--- config.mk ---
export PLATFORM = sky130hd
export DESIGN_NAME = tape_host_bus_if
export DESIGN_NICKNAME = d
export VERILOG_FILES = /design/src/tape_host_pkg.sv /design/src/tape_host_bus_if.sv
export VERILOG_INCLUDE_DIRS = /design/src
export SDC_FILE = /design/constraint.sdc
export NUM_CORES = 1
export LEC_CHECK = 0
export BUFFER_PORTS_ARGS = -buffer_cell sky130_fd_sc_hd__buf_2
export CELL_PAD_IN_SITES_DETAIL_PLACEMENT = 0
export CELL_PAD_IN_SITES_GLOBAL_PLACEMENT = 1
export CORE_UTILIZATION = 38
export DETAILED_ROUTE_END_ITERATION = 8
export PLACE_DENSITY_LB_ADDON = 0.1
export SETUP_SLACK_MARGIN = 0.1
export SYNTH_ARGS = -nofsm -noshare
export SYNTH_HDL_FRONTEND = slang
export SYNTH_SLANG_ARGS = --single-unit
--- constraint.sdc ---
create_clock -name mclk_in -period 2.3 [get_ports mclk_in]
set_input_delay 0.345 -clock mclk_in [delete_from_list [all_inputs] [get_ports mclk_in]]
set_output_delay 0.345 -clock mclk_in [all_outputs]
set_load 0.03 [all_outputs]
--- src/tape_host_cfg.svh ---
// Constants for the tape adapter host-bus interface.
// Assumes inclusion by its bare name from the package and the design.
`ifndef TAPE_HOST_CFG_SVH
`define TAPE_HOST_CFG_SVH

// Base I/O addresses selected by the config register base field
`define BASE_ADDR_0       10'h108
`define BASE_ADDR_1       10'h118
`define BASE_ADDR_2       10'h208
`define BASE_ADDR_3       10'h218

// Port offsets within the base window
`define OFS_STATUS        2'h0
`define OFS_DRIVE         2'h1
`define OFS_ENGINE        2'h2
`define OFS_IRQ_ACK       2'h3

// Strobe positions in the one-hot port vector
`define PORT_RD_STATUS    0
`define PORT_RD_DRIVE     1
`define PORT_WR_COMMAND   2
`define PORT_RD_ENGINE    3
`define PORT_WR_CONTROL   4
`define PORT_IRQ_ACK      5

// Synchroniser vector layout
`define SY_ADDR_LO        0
`define SY_AEN            10
`define SY_IOR_N          11
`define SY_IOW_N          12
`define SY_TC             13
`define SY_BUS_RESET      14
`define SY_EXC_N          15
`define SY_ACK_N          16
`define SY_RDY_N          17
`define SY_DIR_N          18
`define SY_DACK_LO        19
`define SY_TD_LO          23
`define SYNC_IDLE         27'h07F_9C00

// Register offsets (byte addresses)
`define REG_CONFIG        8'h00
`define REG_STATUS        8'h04

// Config field positions
`define CFG_BASE_LO       0
`define CFG_IRQ_LO        2
`define CFG_DACK_LO       4
`define CFG_RESET         6'h00

// Control register bits
`define CTL_DRIVE_N_A        0
`define CTL_DRIVE_RESET   1
`define CTL_RESET         4'h0

`endif

--- src/tape_host_pkg.sv ---
// Types shared by the tape adapter host-bus interface.
// Assumes tape_host_cfg.svh is on the include path.
package tape_host_pkg;
    `include "tape_host_cfg.svh"

    typedef enum logic [1:0] {
        CMD_IDLE = 2'b00,
        CMD_BUSY = 2'b01,
        CMD_DONE = 2'b10
    } cmd_state_t;

    typedef enum logic [1:0] {
        HTRANS_IDLE   = 2'b00,
        HTRANS_BUSY   = 2'b01,
        HTRANS_NONSEQ = 2'b10,
        HTRANS_SEQ    = 2'b11
    } htrans_t;
endpackage : tape_host_pkg

--- src/tape_host_bus_if.sv ---
// Host-bus side of the streaming tape adapter: decoder, strobes, interrupt.
// Assumes bus and drive pins are asynchronous; AHB-Lite master on mclk_in.
`timescale 1ns/1ns
`include "tape_host_cfg.svh"
module tape_host_bus_if
    import tape_host_pkg::*;
#(
    parameter int CTRL_WIDTH = 4
) (
    input  wire logic        mclk_in,
    input  wire logic        rst_n_in,
    // System bus pins
    input  wire logic [9:0]  sys_addr_in,
    input  wire logic        addr_enable_in,
    input  wire logic        io_read_n_in,
    input  wire logic        io_write_n_in,
    input  wire logic        terminal_count_in,
    input  wire logic        bus_reset_in,
    input  wire logic [3:0]  dma_ack_n_in,
    input  wire logic [3:0]  tape_data_in,
    // Tape drive pins
    input  wire logic        drive_exception_n_in,
    input  wire logic        drive_ack_n_in,
    input  wire logic        drive_ready_n_in,
    input  wire logic        drive_dir_n_in,
    // Decoded port strobes
    output logic             read_status_strobe_n_out,
    output logic             drive_status_read_strobe_n_out,
    output logic             command_request_write_strobe_n_out,
    output logic             read_engine_on_strobe_n_out,
    output logic             control_reg_write_strobe_n_out,
    output logic             irq_ack_strobe_n_out,
    // Board outputs
    output logic [7:0]       tape_data_out,
    output logic             tape_data_oe_out,
    output logic             sys_data_dir_out,
    output logic             sys_data_enable_out,
    output logic [3:0]       irq_out,
    output logic             operation_kill_out,
    output logic             read_mode_out,
    output logic             request_n_out,
    output logic             dma_request_out,
    output logic             drive_drive_n_a_n_out,
    output logic             drive_reset_n_out,
    output logic             master_reset_n_out,
    // AHB-Lite slave
    input  wire logic        hsel_in,
    input  wire logic [31:0] haddr_in,
    input  wire logic [1:0]  htrans_in,
    input  wire logic        hwrite_in,
    input  wire logic [2:0]  hsize_in,
    input  wire logic [31:0] hwdata_in,
    input  wire logic        hready_in,
    output logic [31:0]      hrdata_out,
    output logic             hreadyout_out,
    output logic             hresp_out
);

    generate
        if (CTRL_WIDTH != 4) begin : g_bad_width
            $error("CTRL_WIDTH must be 4");
        end
    endgenerate

    localparam int SYNC_W = 27;

    logic [SYNC_W-1:0]     meta_q;
    logic [SYNC_W-1:0]     sync_q;
    logic [5:0]            port_q;
    logic [5:0]            port_prev_q;
    logic [5:0]            port_rise;
    logic [5:0]            port_fall;
    logic [5:0]            config_q;
    logic [CTRL_WIDTH-1:0] ctrl_q;
    cmd_state_t            cmd_q;
    logic                  irq_q;
    logic                  read_mode_q;
    logic                  kill_q;
    logic                  tc_prev_q;
    logic                  exc_prev_q;
    logic                  dma_req_q;
    logic                  end_of_cmd;
    logic                  exc_event;
    logic                  tc_event;
    logic                  dack_sel_n;
    logic                  master_reset_n;
    logic                  ahb_wr_q;
    logic [7:0]            ahb_addr_q;
    logic                  ahb_take;
    logic [31:0]           hrdata_q;

    // Two-stage synchroniser for all asynchronous pins
    always_ff @(posedge mclk_in) begin
        if (!rst_n_in) begin
            meta_q <= `SYNC_IDLE;
            sync_q <= `SYNC_IDLE;
        end else begin
            meta_q <= {tape_data_in, dma_ack_n_in, drive_dir_n_in, drive_ready_n_in,
                       drive_ack_n_in, drive_exception_n_in, bus_reset_in,
                       terminal_count_in, io_write_n_in, io_read_n_in,
                       addr_enable_in, sys_addr_in};
            sync_q <= meta_q;
        end
    end

    // Master reset from bus reset; mclk_in is the board master clock
    assign master_reset_n = rst_n_in && !sync_q[`SY_BUS_RESET];
    assign master_reset_n_out = master_reset_n;

    function automatic logic [9:0] base_addr(input logic [1:0] sel);
        case (sel)
            2'd0:    base_addr = `BASE_ADDR_0;
            2'd1:    base_addr = `BASE_ADDR_1;
            2'd2:    base_addr = `BASE_ADDR_2;
            default: base_addr = `BASE_ADDR_3;
        endcase
    endfunction : base_addr

    function automatic logic [5:0] port_decode(input logic [9:0] addr,
                                               input logic [1:0] sel,
                                               input logic       aen,
                                               input logic       rd_n,
                                               input logic       wr_n);
        logic [5:0] p;
        logic [9:0] b;
        logic       hit;
        p   = 6'h00;
        b   = base_addr(sel);
        hit = !aen && (addr[9:2] == b[9:2]);
        if (hit && (rd_n != wr_n)) begin
            case (addr[1:0])
                `OFS_STATUS:  p[rd_n ? `PORT_WR_COMMAND : `PORT_RD_STATUS] = 1'b1;
                `OFS_DRIVE:   p[rd_n ? `PORT_WR_CONTROL : `PORT_RD_DRIVE] = 1'b1;
                `OFS_ENGINE:  p[`PORT_RD_ENGINE] = !rd_n;
                `OFS_IRQ_ACK: p[`PORT_IRQ_ACK] = !wr_n;
                default:      p = 6'h00;
            endcase
        end
        port_decode = p;
    endfunction : port_decode

    // One-hot strobe decode
    always_ff @(posedge mclk_in) begin
        if (!master_reset_n) begin
            port_q      <= 6'h00;
            port_prev_q <= 6'h00;
        end else begin
            port_q      <= port_decode(sync_q[`SY_ADDR_LO +: 10],
                                       config_q[`CFG_BASE_LO +: 2], sync_q[`SY_AEN],
                                       sync_q[`SY_IOR_N], sync_q[`SY_IOW_N]);
            port_prev_q <= port_q;
        end
    end

    assign port_rise = port_q & ~port_prev_q;
    assign port_fall = ~port_q & port_prev_q;

    assign read_status_strobe_n_out           = !port_q[`PORT_RD_STATUS];
    assign drive_status_read_strobe_n_out     = !port_q[`PORT_RD_DRIVE];
    assign command_request_write_strobe_n_out = !port_q[`PORT_WR_COMMAND];
    assign read_engine_on_strobe_n_out        = !port_q[`PORT_RD_ENGINE];
    assign control_reg_write_strobe_n_out     = !port_q[`PORT_WR_CONTROL];
    assign irq_ack_strobe_n_out               = !port_q[`PORT_IRQ_ACK];

    // Data buffer direction and enable
    always_ff @(posedge mclk_in) begin
        if (!master_reset_n) begin
            sys_data_dir_out    <= 1'b0;
            sys_data_enable_out <= 1'b0;
        end else begin
            sys_data_dir_out    <= !sync_q[`SY_IOR_N];
            sys_data_enable_out <= !sync_q[`SY_AEN] && (port_q != 6'h00);
        end
    end

    // Write control register
    always_ff @(posedge mclk_in) begin
        if (!master_reset_n) begin
            ctrl_q <= `CTL_RESET;
        end else if (port_rise[`PORT_WR_CONTROL]) begin
            ctrl_q <= sync_q[`SY_TD_LO +: 4];
        end
    end

    assign drive_drive_n_a_n_out = !ctrl_q[`CTL_DRIVE_N_A];
    assign drive_reset_n_out  = !ctrl_q[`CTL_DRIVE_RESET];

    // Drive status onto the tape-side bus
    always_ff @(posedge mclk_in) begin
        if (!master_reset_n) begin
            tape_data_out    <= 8'h00;
            tape_data_oe_out <= 1'b0;
        end else begin
            tape_data_oe_out <= port_q[`PORT_RD_DRIVE];
            tape_data_out    <= {sync_q[`SY_DIR_N], sync_q[`SY_EXC_N],
                                 sync_q[`SY_RDY_N], sync_q[`SY_ACK_N], ctrl_q};
        end
    end

    // Terminal count and exception edges
    always_ff @(posedge mclk_in) begin
        if (!master_reset_n) begin
            tc_prev_q  <= 1'b0;
            exc_prev_q <= 1'b1;
        end else begin
            tc_prev_q  <= sync_q[`SY_TC];
            exc_prev_q <= sync_q[`SY_EXC_N];
        end
    end

    assign tc_event  = sync_q[`SY_TC] && !tc_prev_q;
    assign exc_event = !sync_q[`SY_EXC_N] && exc_prev_q;

    // Kill pulse on terminal count
    always_ff @(posedge mclk_in) begin
        if (!master_reset_n) begin
            kill_q <= 1'b0;
        end else begin
            kill_q <= tc_event;
        end
    end

    assign operation_kill_out = kill_q;

    // Read operation mode
    always_ff @(posedge mclk_in) begin
        if (!master_reset_n) begin
            read_mode_q <= 1'b0;
        end else if (port_rise[`PORT_RD_ENGINE]) begin
            read_mode_q <= 1'b1;
        end else if (kill_q) begin
            read_mode_q <= 1'b0;
        end
    end

    assign read_mode_out = read_mode_q;

    // Request generator
    always_ff @(posedge mclk_in) begin
        if (!master_reset_n) begin
            cmd_q <= CMD_IDLE;
        end else begin
            case (cmd_q)
                CMD_IDLE: begin
                    if (port_fall[`PORT_WR_COMMAND]) begin
                        cmd_q <= CMD_BUSY;
                    end
                end
                CMD_BUSY: begin
                    if (kill_q) begin
                        cmd_q <= CMD_IDLE;
                    end else if (!sync_q[`SY_RDY_N]) begin
                        cmd_q <= CMD_DONE;
                    end
                end
                CMD_DONE: cmd_q <= CMD_IDLE;
                default:  cmd_q <= CMD_IDLE;
            endcase
        end
    end

    assign end_of_cmd    = (cmd_q == CMD_DONE);
    assign request_n_out = (cmd_q != CMD_BUSY);

    // DMA request, cleared by the selected acknowledge
    assign dack_sel_n = sync_q[`SY_DACK_LO + config_q[`CFG_DACK_LO +: 2]];

    always_ff @(posedge mclk_in) begin
        if (!master_reset_n) begin
            dma_req_q <= 1'b0;
        end else if (!dack_sel_n || kill_q) begin
            dma_req_q <= 1'b0;
        end else if (read_mode_q && !sync_q[`SY_RDY_N]) begin
            dma_req_q <= 1'b1;
        end
    end

    assign dma_request_out = dma_req_q;

    // Interrupt request; a new event wins over acknowledge
    always_ff @(posedge mclk_in) begin
        if (!master_reset_n) begin
            irq_q <= 1'b0;
        end else if (end_of_cmd || exc_event) begin
            irq_q <= 1'b1;
        end else if (port_rise[`PORT_IRQ_ACK]) begin
            irq_q <= 1'b0;
        end
    end

    always_ff @(posedge mclk_in) begin
        if (!master_reset_n) begin
            irq_out <= 4'h0;
        end else begin
            irq_out <= {3'b000, irq_q} << config_q[`CFG_IRQ_LO +: 2];
        end
    end

    // AHB-Lite slave, zero wait states
    assign ahb_take      = hsel_in && hready_in && (htrans_in == HTRANS_NONSEQ
                           || htrans_in == HTRANS_SEQ);
    assign hreadyout_out = 1'b1;
    assign hresp_out     = 1'b0;
    assign hrdata_out    = hrdata_q;

    always_ff @(posedge mclk_in) begin
        if (!rst_n_in) begin
            ahb_wr_q   <= 1'b0;
            ahb_addr_q <= 8'h00;
        end else begin
            ahb_wr_q   <= ahb_take && hwrite_in && (hsize_in == 3'b010);
            ahb_addr_q <= haddr_in[7:0];
        end
    end

    always_ff @(posedge mclk_in) begin
        if (!rst_n_in) begin
            config_q <= `CFG_RESET;
        end else if (ahb_wr_q && ahb_addr_q == `REG_CONFIG) begin
            config_q <= hwdata_in[5:0];
        end
    end

    always_ff @(posedge mclk_in) begin
        if (!rst_n_in) begin
            hrdata_q <= 32'h0000_0000;
        end else if (ahb_take && !hwrite_in) begin
            case (haddr_in[7:0])
                `REG_CONFIG: hrdata_q <= {26'h000_0000, config_q};
                `REG_STATUS: hrdata_q <= {20'h0_0000, tape_data_out[7:4], ctrl_q,
                                          dma_req_q, cmd_q == CMD_BUSY, read_mode_q,
                                          irq_q};
                default:     hrdata_q <= 32'h0000_0000;
            endcase
        end
    end

endmodule : tape_host_bus_if

# Word level (Yosys, flattened, before mapping)
# Cells that the tools add are included.
[totals]
word_cells = 118
register_bits = 140
inputBits = 101
[classes]
n_eq_ne = 16
addsub = 1
magnitude_cmp = 5
bitwise_logic = 5
shift = 1
n_reduce_logical = 46
mux = 23
[ops]
columns = ["operator", "count"]
rows = [
  ["10-bit case mux with 3 select lines", 1],
  ["12-bit case mux with 2 select lines", 1],
  ["1-bit zero test", 17],
  ["8-bit zero test", 2],
  ["1-bit logical AND", 15],
  ["2-bit == test, second input constant", 6],
  ["10-bit two-way mux", 1],
  ["8-bit by 3-bit == test with 1-bit output, second input constant", 1],
  ["8-bit == test", 1],
  ["2-bit two-way mux", 4],
  ["1-bit two-way mux", 7],
  ["5-bit by 2-bit adder with 6-bit output, first input constant", 1],
  ["6-bit AND", 1],
  ["1-bit demux with 3-bit select", 2],
  ["2-bit by 1-bit == test with 1-bit output, second input constant", 3],
  ["2-bit zero test", 3],
  ["6-bit less-than comparator, second input constant", 1],
  ["6-bit NOT", 1],
  ["1-bit case mux with 3 select lines", 2],
  ["3-bit case mux with 2 select lines", 1],
  ["6-bit nonzero test", 1],
  ["1-bit binary-select mux with 5-bit select", 1],
  ["2-bit by 4-bit less-than comparator with 1-bit output, second input constant", 1],
  ["3-bit by 4-bit less-than comparator with 1-bit output, second input constant", 1],
  ["18 further kinds", 22],
]

# Longest topological paths before layout
# Gate-level depths: netlist of run 1.
[depth]
ltp_word = 7
mapped_depth = 5
mapped_depth_nobuf = 5

# Worst setup path after synthesis of run 1
# OpenSTA, ideal clock, no wires.
[synth_timing]
path_kind = "flip-flop to flip-flop"
start = "reg config_q[4]"
end = "reg dma_req_q (netlist: dma_request_out)"
setup_ps = 137
slack_ps = 765
period_less_slack_ps = 1535
t_arrival_ps = 1398
stages_incl_launch_ff = 6
cell_sequence = "dfxtp_1 -> inv_1 -> ha_1 -> mux4_2 -> mux2i_1 -> nor4_1"
[synth_between]
elab_chain_len = 6
[synth_lines]
columns = ["item", "line", "text"]
rows = [
  ["start: declaration", "tape_host_bus_if.sv:73", "logic [5:0] config_q;"],
  ["start signal: assignment", "tape_host_bus_if.sv:318", "config_q <= `CFG_RESET;"],
  ["start signal: assignment", "tape_host_bus_if.sv:320", "config_q <= hwdata_in[5:0];"],
  ["5-bit by 2-bit adder with 6-bit output (no source line)", "--", ""],
  ["1-bit binary-select mux with 5-bit select", "tape_host_bus_if.sv:266", "assign dack_sel_n = sync_q[`SY_DACK_LO + config_q[`CFG_DACK_LO +: 2]];"],
  ["1-bit two-way mux", "tape_host_bus_if.sv:266", ""],
  ["1-bit zero test", "tape_host_bus_if.sv:271", "end else if (!dack_sel_n || kill_q) begin"],
  ["1-bit logical OR", "tape_host_bus_if.sv:271", ""],
  ["2-bit OR reduction (no source line)", "--", ""],
  ["end signal: assignment", "tape_host_bus_if.sv:270", "dma_req_q <= 1'b0;"],
  ["end signal: assignment", "tape_host_bus_if.sv:272", "dma_req_q <= 1'b0;"],
  ["end signal: assignment", "tape_host_bus_if.sv:274", "dma_req_q <= 1'b1;"],
  ["end: declaration", "tape_host_bus_if.sv:81", "logic dma_req_q;"],
]
# Every way passes these cells. The select of a mux whose other input is x is not followed.
# A chain may end at the register's enable or synchronous reset.

# Worst setup path in the final report of run 1
[layout_timing]
start = "reg sync_q[14]"
end = "out master_reset_n_out"
[layout_between]
elab_chain_len = 2
[layout_lines]
columns = ["item", "line", "text"]
rows = [
  ["start: declaration", "tape_host_bus_if.sv:68", "logic [SYNC_W-1:0] sync_q;"],
  ["start signal: assignment", "tape_host_bus_if.sv:96", "sync_q <= `SYNC_IDLE;"],
  ["start signal: assignment", "tape_host_bus_if.sv:102", "sync_q <= meta_q;"],
  ["1-bit zero test", "tape_host_bus_if.sv:107", "assign master_reset_n = rst_n_in && !sync_q[`SY_BUS_RESET];"],
  ["1-bit logical AND", "tape_host_bus_if.sv:107", ""],
  ["end: declaration", "tape_host_bus_if.sv:45", "output logic master_reset_n_out,"],
]
# Every way passes these cells.

==> results.json, run 1 <==
{
  "dpl.cell_count": 581,
  "drive_above_1_share_pct": 29.0,
  "synth_top_area_share_pct": 59.3,
  "cts_buffer_depth": 2,
  "cp_max_fo": 11,
  "top_usage_layer": "met2",
  "avgSynthCellArea_um2": 10.8,
  "cellPowerDensity_nw_per_um2": 955,
  "grt_pass1_wl_um": 12200,
  "antenna_found_initial": 0,
  "worstPathArrival_ns": 1.51,
  "r2r_setup_slack_ns": 0.72,
  "syn_inst": 370,
  "fin_tns_setup_ns": 0,
  "hp-class": "input pin to register",
  "critPathKind": "register to output port",
  "rsz0062_at_grt": "false",
  "worst_slew_pin_slew_ns": 0.702,
  "pin_count": 163,
  "synthTopCellsByArea": "dfxtp_1 59%, and2_1 7.4%, nand2b_1 4.7%, buf_4 4.5%, mux2i_1 2.8%",
  "start_kind": "register",
  "finalSetupViolCount": 0,
  "post_drt_wl_per_cell_um": 11.9,
  "ys_types": 40,
  "irDropWorstVdd_v": 0.000471,
  "cap_violations": 0,
  "drv_slew": 0,
  "holdWs_ns": 0.0239,
  "vias_per_cell": 4.27,
  "grt_usage_pct": 14.9,
  "end_kind": "output port",
  "cts_tree": "built",
  "static-leakage-power_nw": 2.19,
  "vias": 2643,
  "ant_nets": 0,
  "io_buffers": 89,
  "cp_data_required_time_ns": 1.96,
  "grt_use_met3_pct": 5.39,
  "final_common_cell": "dfxtp_1",
  "path_clk_slew_ns": 0.05,
  "layout_common_cells": "118 x dfxtp_1, 89 x buf_2, 47 x and2_1, 30 x nand2b_1, 22 x conb_1",
  "clock_sinks": 118,
  "layout.cells.non_filler": 619,
  "clock_skew_ns": 0.00570,
  "fin_util_pct": 50.0,
  "hold_viol": 0,
  "grt_max_degree": 52,
  "fin_crit_ns": 1.85,
  "met2_usage_pct": 23.2,
  "post-dp-hpwl_um": 5180,
  "gp_congestion": 0.726,
  "core.rowCount": 37,
  "antenna_cells": 0,
  "status": "finished clean",
  "drt_iter0_markers": 41,
  "relSlewSlack_pct": 52.7,
  "fill_cells": 1025,
  "yosysWarnings": 0,
  "grt_overflow": 0,
  "finalCritPeriodShare_pct": 80.5,
  "coreArea_um2": 10200,
  "ys_ff_latch": 118,
  "die_area_um2": 10900,
  "drc": 0,
  "met1_usage_pct": 17.8,
  "htreeDepth": 4,
  "die_y_um": 104,
  "first_pass_iters": 3,
  "yosysTopAreaCell": "dfxtp_1",
  "wirelength_um": 7390,
  "cts_buffers": 17,
  "final_nets": 573,
  "initial_utilization_pct": 38.9,
  "dieWidth_um": 104,
  "yosysSeqAreaShare_pct": 59.3,
  "clock.fmax_ghz": 0.540,
  "syn_to_final_growth_pct": 28.4,
  "netlist_area_um2": 3980,
  "clk_latency_ns": 0.50,
  "cts_root_buf": "clkbuf_8",
  "grt_pass1_vias": 2488
}
what timing repair did:
action	4_1_cts	5_1_grt
buffers inserted	0	0
hold buffers	7	0
setup endpoints to repair	0	0
endpoints found under the hold margin	7	0
gates resized for setup	0	0
sequential cells by signal, summed over array words and instances (netlist names), 2 cells and up:
register and flops:
ahb_addr_q 8, cmd_q 2, config_q 6, ctrl_q 4, hrdata_out 12, irq_out 4, meta_q 27, port_prev_q 5
port_q 6, sync_q 27, tape_data_out 8
routing by layer:
metal | vias to the layer above | share of wire (%)
li1 | 1366 | -
met1 | 1200 | 46
met2 | 67 | 47
met3 | 10 | 4.9
met4 | 0 | 1.5
met5 | - | 0
path summary, 6_finish.rpt:
check | cells after the start | end | from
max | 3 | master_reset_n_out | sync_q[14]
min | 2 | meta_q[22] | dma_ack_n_in[3]
max reg2reg | 5 | dma_request_out | config_q[5]
min reg2reg | 1 | operation_kill_out | tc_prev_q
synth_stat cells:
cell / count
dfxtp_1: 118
and2_1: 47
nand2b_1: 30
buf_4: 24
nand2_1: 21
nor2_1: 18
inv_1: 15
clkbuf_1: 11
mux2i_1: 11
nor4_1: 11
a22o_2: 6
mux2_2: 6
nand4_1: 6
a21boi_0: 5
nand3_1: 4
nor3_1: 4
buf_2: 3
nor2b_1: 3
and4b_1: 2
conb_1: 2
mux4_2: 2
nor3b_1: 2
o21ai_0: 2
a21oi_1: 1
a2bb2oi_1: 1
a311oi_1: 1
a31oi_1: 1
a32oi_1: 1
and3b_1: 1
and4_1: 1
buf_1: 1
clkbuf_2: 1
ha_1: 1
nand4b_4: 1
nor3_2: 1
nor4_4: 1
o31ai_1: 1
or2_2: 1
xnor2_1: 1
xor2_1: 1
power by group:
group,total [mW],switching (mW),internal [mW]
Sequential,2.13,0.0195,2.11
Combinational,0.235,0.143,0.0922
Clock,2.52,0.859,1.66
Total,4.88,1.02,3.86
cells by family (layout without fill, tap and decap cells):
group           count (synthesis)  count (layout)  synth area share, %
compound gates                 19              19                 3.83
other cells                     2              22                0.189
mux                            19              19                 5.59
fa+ha+maj                       1               1                0.314
buf+inv                        55             148                 7.57
flops                         118             118                 59.3
simple gates                  154             154                 22.8
xor+xnor                        2               2                0.440
final cells by class:
cell class | instances | area, um^2 | area share, %
flip-flops and latches | 118 | 2360 | 46.2
multi-input cells | 217 | 1400 | 27.3
repair buffers | 102 | 561 | 11.0
clock buffers | 22 | 443 | 8.66
well taps | 136 | 170 | 3.33
clock inverters | 9 | 128 | 2.50
inverters | 15 | 56.3 | 1.10
worst max-delay path, stage by stage (launching register included):
cell,delay (ns)
dfxtp_1,0.29
nand2b_1,0.14
inv_1,0.30
buf_2,0.27
through the flow:
stage | total power [mW] | cell area (um^2) | worst slack [ns]
2_1_floorplan | 2.35 | 4060 | 0.765
3_3_place_gp | 2.40 | 4470 | 0.545
3_5_place_dp | 2.40 | 4470 | 0.536
4_1_cts | 4.95 | 5110 | 0.374
5_1_grt | 5.09 | 5110 | 0.279
6_report | 4.88 | 5110 | 0.448
No activity file was read; power rests on OpenSTA's default activity.
==> run 2, diff against run 1 <==
CORE_UTILIZATION = 35   (was 38)
clock period = 1.9 ns   (was 2.3 ns; I/O delays follow)
==> run 2 against run 1 <==
  * Utilization is 3.8 points lower
  * Cell count is 0.32% lower
  * Clock-buffer cell count stayed put
  * Worst setup slack worse by 0.16 ns
  * Total power is 23% higher
  * Largest cell class unchanged
  * Routed wire length is 1.6% higher
  * Combinational power is 17% higher
  * Critical path depth stayed put
  * Die area is 8.4% higher
  * Clock skew is 0.0046 ns higher
  * Global-route usage is 1.3 points lower
  * Critical path type unchanged
==> results.json, run 2 (synthesized netlist as in run 1, its figures left out) <==
{
  "status": "finished clean",
  "grt_pass1_wl_um": 11500,
  "drc": 0,
  "fin_tns_setup_ns": 0,
  "worstPathCellList": "nand2b_1 -> inv_1 -> buf_2",
  "antenna_cells": 0,
  "htreeDepth": 4,
  "regArea_um2": 2360,
  "cts.repair.resized": 0,
  "rr_worst_depth": 5,
  "layout_common_cells": "118 x dfxtp_1, 89 x buf_2, 47 x and2_1, 30 x nand2b_1, 22 x conb_1",
  "drt_iter0_markers": 100,
  "ant_nets": 0,
  "r2r_start": "config_q[5]",
  "die_y_um": 109,
  "layout.cells.non_filler": 617,
  "wirelength_um": 7510,
  "max_stage_delay_ns": 0.29,
  "cts_buffers": 17,
  "clk_latency_ns": 0.41,
  "path_clk_slew_ns": 0.06,
  "static-leakage-power_nw": 2.19,
  "dpl-instance-area_um2": 4490,
  "vias": 2657,
  "grt_max_degree": 57,
  "design_area_um2": 5080,
  "dpl.cell_count": 586,
  "die_area_um2": 11800,
  "clock.fmax_ghz": 0.619,
  "finalSetupViolCount": 0,
  "worstPathArrival_ns": 1.33,
  "slowest_stage": "dfxtp_1",
  "cp_data_required_time_ns": 1.62,
  "endpoint": "master_reset_n_out",
  "io_buffers": 89,
  "relSlewSlack_pct": 54.6,
  "r2r_setup_slack_ns": 0.32,
  "drv_slew": 0,
  "final_nets": 567,
  "final_common_cell": "dfxtp_1",
  "dieWidth_um": 109,
  "clock_skew_ns": 0.0103,
  "cts_tree": "built",
  "worst_slew_pin_slew_ns": 0.674,
  "clock_sinks": 118,
  "syn_to_final_growth_pct": 27.4,
  "post_cts_buffers": 0,
  "post_drt_wl_per_cell_um": 12.2,
  "irDropWorstVdd_v": 0.000696,
  "cts_buffer_depth": 2,
  "pin_count": 163,
  "grt_pass1_vias": 2394,
  "antenna_found_initial": 0,
  "coreArea_um2": 11000,
  "post-dp-hpwl_um": 5390,
  "fin_crit_ns": 1.62,
  "holdBufCountCts": 0,
  "multi_input_area_um2": 1400,
  "grt_overflow": 0,
  "end_kind": "output port",
  "reg2reg_to": "dma_request_out",
  "holdWs_ns": 0.0558,
  "hp-class": "input pin to register",
  "cts_root_buf": "clkbuf_16",
  "finalCritPeriodShare_pct": 85.0,
  "cap_violations": 0,
  "vias_per_cell": 4.31,
  "drive_above_1_share_pct": 29.8,
  "fill_cells": 1077,
  "start_kind": "register",
  "initial_utilization_pct": 36.3,
  "cp_max_fo": 6,
  "rsz0062_at_grt": "false",
  "cellPowerDensity_nw_per_um2": 1190,
  "core.rowCount": 38,
  "critPathKind": "register to output port",
  "grt_usage_pct": 13.5,
  "crit_start": "sync_q[14]",
  "gp_congestion": 0.717,
  "first_pass_iters": 4,
  "hold_viol": 0
}
[run 2: worst max-delay path, delay by kind of cell, from the launching register on]
kind          cells  cell delay, ns
flops             1            0.29
buf+inv           2            0.50
simple gates      1            0.14
[run 2: layout make-up]
type | instances | area share (%)
clock buffer | 22 | 9.14
clock inverter | 9 | 2.49
inverter | 15 | 1.11
multi-input combinational | 217 | 27.5
sequential | 118 | 46.5
tap | 140 | 3.45
timing repair buffer | 96 | 9.81
[run 2: power by group]
group / internal (mW) / switching [mW]
clock network: 2.11 / 1.06
registers: 2.55 / 0.0235
logic: 0.104 / 0.170
total: 4.77 / 1.26
[run 2: how the worst min path moves through the flow]
stage / depth (start not counted) / endpoint / start / slack (ns)
floorplan: 1 / operation_kill_out / tc_prev_q / 0.37
global placement: 1 / operation_kill_out / tc_prev_q / 0.38
detailed placement: 1 / operation_kill_out / tc_prev_q / 0.38
CTS: 2 / meta_q[12] / io_write_n_in / 0.04
global route: 2 / meta_q[18] / drive_dir_n_in / 0.05
finish: 2 / meta_q[12] / io_write_n_in / 0.06
[run 2: metal layers]
| layer | part of all wire, % | routed length, um | vias to the layer above | GRT usage (%) |
|---|---|---|---|---|
| met1 | 45 | 3390 | 1223 | 15.5 |
| met5 | 0 | 0 | - | 0 |
| li1 | - | - | 1353 | - |
| met2 | 47 | 3560 | 72 | 21.5 |
| met3 | 6.0 | 450 | 9 | 6.34 |
| met4 | 1.4 | 104 | 0 | 6.08 |
[run 2: stage by stage]
stage	utilization, %	worst slack (ns)	power (mW)
finish	46.2	0.285	6.03
global route	46.2	0.183	6.23
CTS	46.2	0.247	6.09
detailed placement	40.9	0.297	2.91
global placement	40.9	0.307	2.90
floorplan	-	0.365	2.84
==> run 3, diff against run 2 <==
CTS_BUF_LIST = sky130_fd_sc_hd__clkbuf_16   (was unset)
SETUP_SLACK_MARGIN = unset   (was 0.1)
==> run 3 against run 2 <==
  * Cell count stayed put
  * First-iteration DRC count is 8.0% lower
  * Global-route usage is 0.055 points lower
  * Non-clock buffer count stayed put
  * Sequential power hardly changed
  * Sequential cell count stayed put
  * Worst setup slack better by 0.0048 ns
  * Critical path type unchanged
==> results.json, run 3 (synthesized netlist as in run 1, its figures left out) <==
{
  "crit_start": "sync_q[14]",
  "worstPathArrival_ns": 1.33,
  "max_stage_delay_ns": 0.29,
  "rr_worst_depth": 5,
  "hp-class": "input pin to register",
  "fin_util_pct": 46.0,
  "clock.fmax_ghz": 0.621,
  "final_nets": 567,
  "grt_pass1_vias": 2396,
  "cp_data_required_time_ns": 1.62,
  "dieWidth_um": 109,
  "layout.cells.non_filler": 617,
  "antenna_cells": 0,
  "drv_slew": 0,
  "post_cts_buffers": 0,
  "initial_utilization_pct": 36.3,
  "fin_tns_setup_ns": 0,
  "total_power_mw": 5.93,
  "grt_overflow": 0,
  "vias": 2677,
  "final_common_cell": "dfxtp_1",
  "wirelength_um": 7520,
  "finalSetupViolCount": 0,
  "ant_nets": 0,
  "pin_count": 163,
  "multi_input_area_um2": 1400,
  "worst_slew_pin_slew_ns": 0.681,
  "holdBufCountCts": 0,
  "drive_above_1_share_pct": 29.4,
  "post_drt_wl_per_cell_um": 12.2,
  "clk_latency_ns": 0.40,
  "fin_crit_ns": 1.61,
  "cts_tree": "built",
  "start_kind": "register",
  "hold_viol": 0,
  "cts_buffer_depth": 2,
  "coreArea_um2": 11000,
  "grt_pass1_wl_um": 11500,
  "min_from": "io_write_n_in",
  "io_buffers": 89,
  "htreeDepth": 4,
  "clock_skew_ns": 0.00949,
  "cellPowerDensity_nw_per_um2": 1170,
  "rsz0062_at_grt": "false",
  "syn_to_final_growth_pct": 26.9,
  "gp_congestion": 0.717,
  "dpl.cell_count": 586,
  "critPathKind": "register to output port",
  "clock_sinks": 118,
  "cts_buffers": 17,
  "holdPathStages": 2,
  "cts_root_buf": "clkbuf_16",
  "fill_cells": 1081,
  "cp_max_fo": 6,
  "cap_violations": 0,
  "vias_per_cell": 4.34,
  "relSlewSlack_pct": 54.1,
  "slowest_stage": "dfxtp_1",
  "end_kind": "output port",
  "irDropWorstVdd_v": 0.000696,
  "antenna_found_initial": 0,
  "regArea_um2": 2360,
  "grt_usage_pct": 13.5,
  "grt_max_degree": 57,
  "dpl-instance-area_um2": 4490,
  "design_area_um2": 5060,
  "die_y_um": 109,
  "static-leakage-power_nw": 2.19,
  "layout_common_cells": "118 x dfxtp_1, 89 x buf_2, 47 x and2_1, 30 x nand2b_1, 22 x conb_1",
  "r2r_start": "config_q[5]",
  "drt_iter0_markers": 92,
  "status": "finished clean",
  "core.rowCount": 38,
  "first_pass_iters": 4,
  "post-dp-hpwl_um": 5390,
  "path_clk_slew_ns": 0.05,
  "worstPathCellList": "nand2b_1 -> inv_1 -> buf_2",
  "finalCritPeriodShare_pct": 84.7,
  "cts.repair.resized": 0,
  "die_area_um2": 11800,
  "drc": 0
}
-- run 3: cell types whose count changed in the layout (fill, tap and decap cells not counted) --
cell | before | now
clkinv_1 | 0 | 2
clkbuf_8 | 2 | 0
inv_1 | 15 | 18
clkbuf_1 | 3 | 0
-- run 3: area by class of cell --
class / instances / share of cell area, %
repair buffers: 96 / 9.85
inverters: 15 / 1.11
clock inverters: 14 / 2.87
clock buffers: 17 / 8.41
multi-input cells: 217 / 27.6
flip-flops and latches: 118 / 46.7
well taps: 140 / 3.46
-- run 3: worst paths after layout --
| check | slack, ns | end |
|---|---|---|
| max | 0.29 | master_reset_n_out |
| min | 0.06 | meta_q[12] |
| max reg2reg | 0.32 | dma_request_out |
| min reg2reg | 0.39 | operation_kill_out |
-- run 3: per-stage QoR --
stage / hold slack, ns / setup slack, ns
floorplan: 0.367 / 0.365
global placement: 0.376 / 0.307
detailed placement: 0.384 / 0.297
CTS: 0.0444 / 0.247
global route: 0.0563 / 0.186
finish: 0.0577 / 0.290
-- run 3: layer usage --
metal | vias up | global-route usage, % | share of wire (%)
li1 | 1355 | - | -
met1 | 1233 | 15.4 | 45
met2 | 80 | 21.7 | 47
met3 | 9 | 5.62 | 5.9
met4 | 0 | 6.66 | 1.6
met5 | - | 0 | 0
-- run 3: report_power, final --
part / internal (mW) / total [mW] / switching, mW
logic: 0.104 / 0.274 / 0.170
clock network: 2.02 / 3.08 / 1.06
registers: 2.55 / 2.57 / 0.0237
-- run 3: critical path, delay by kind of cell, from the launching register on --
family                 cells  cell delay (ns)
buffers and inverters      2             0.50
DFF                        1             0.29
and+or+nand+nor            1             0.14
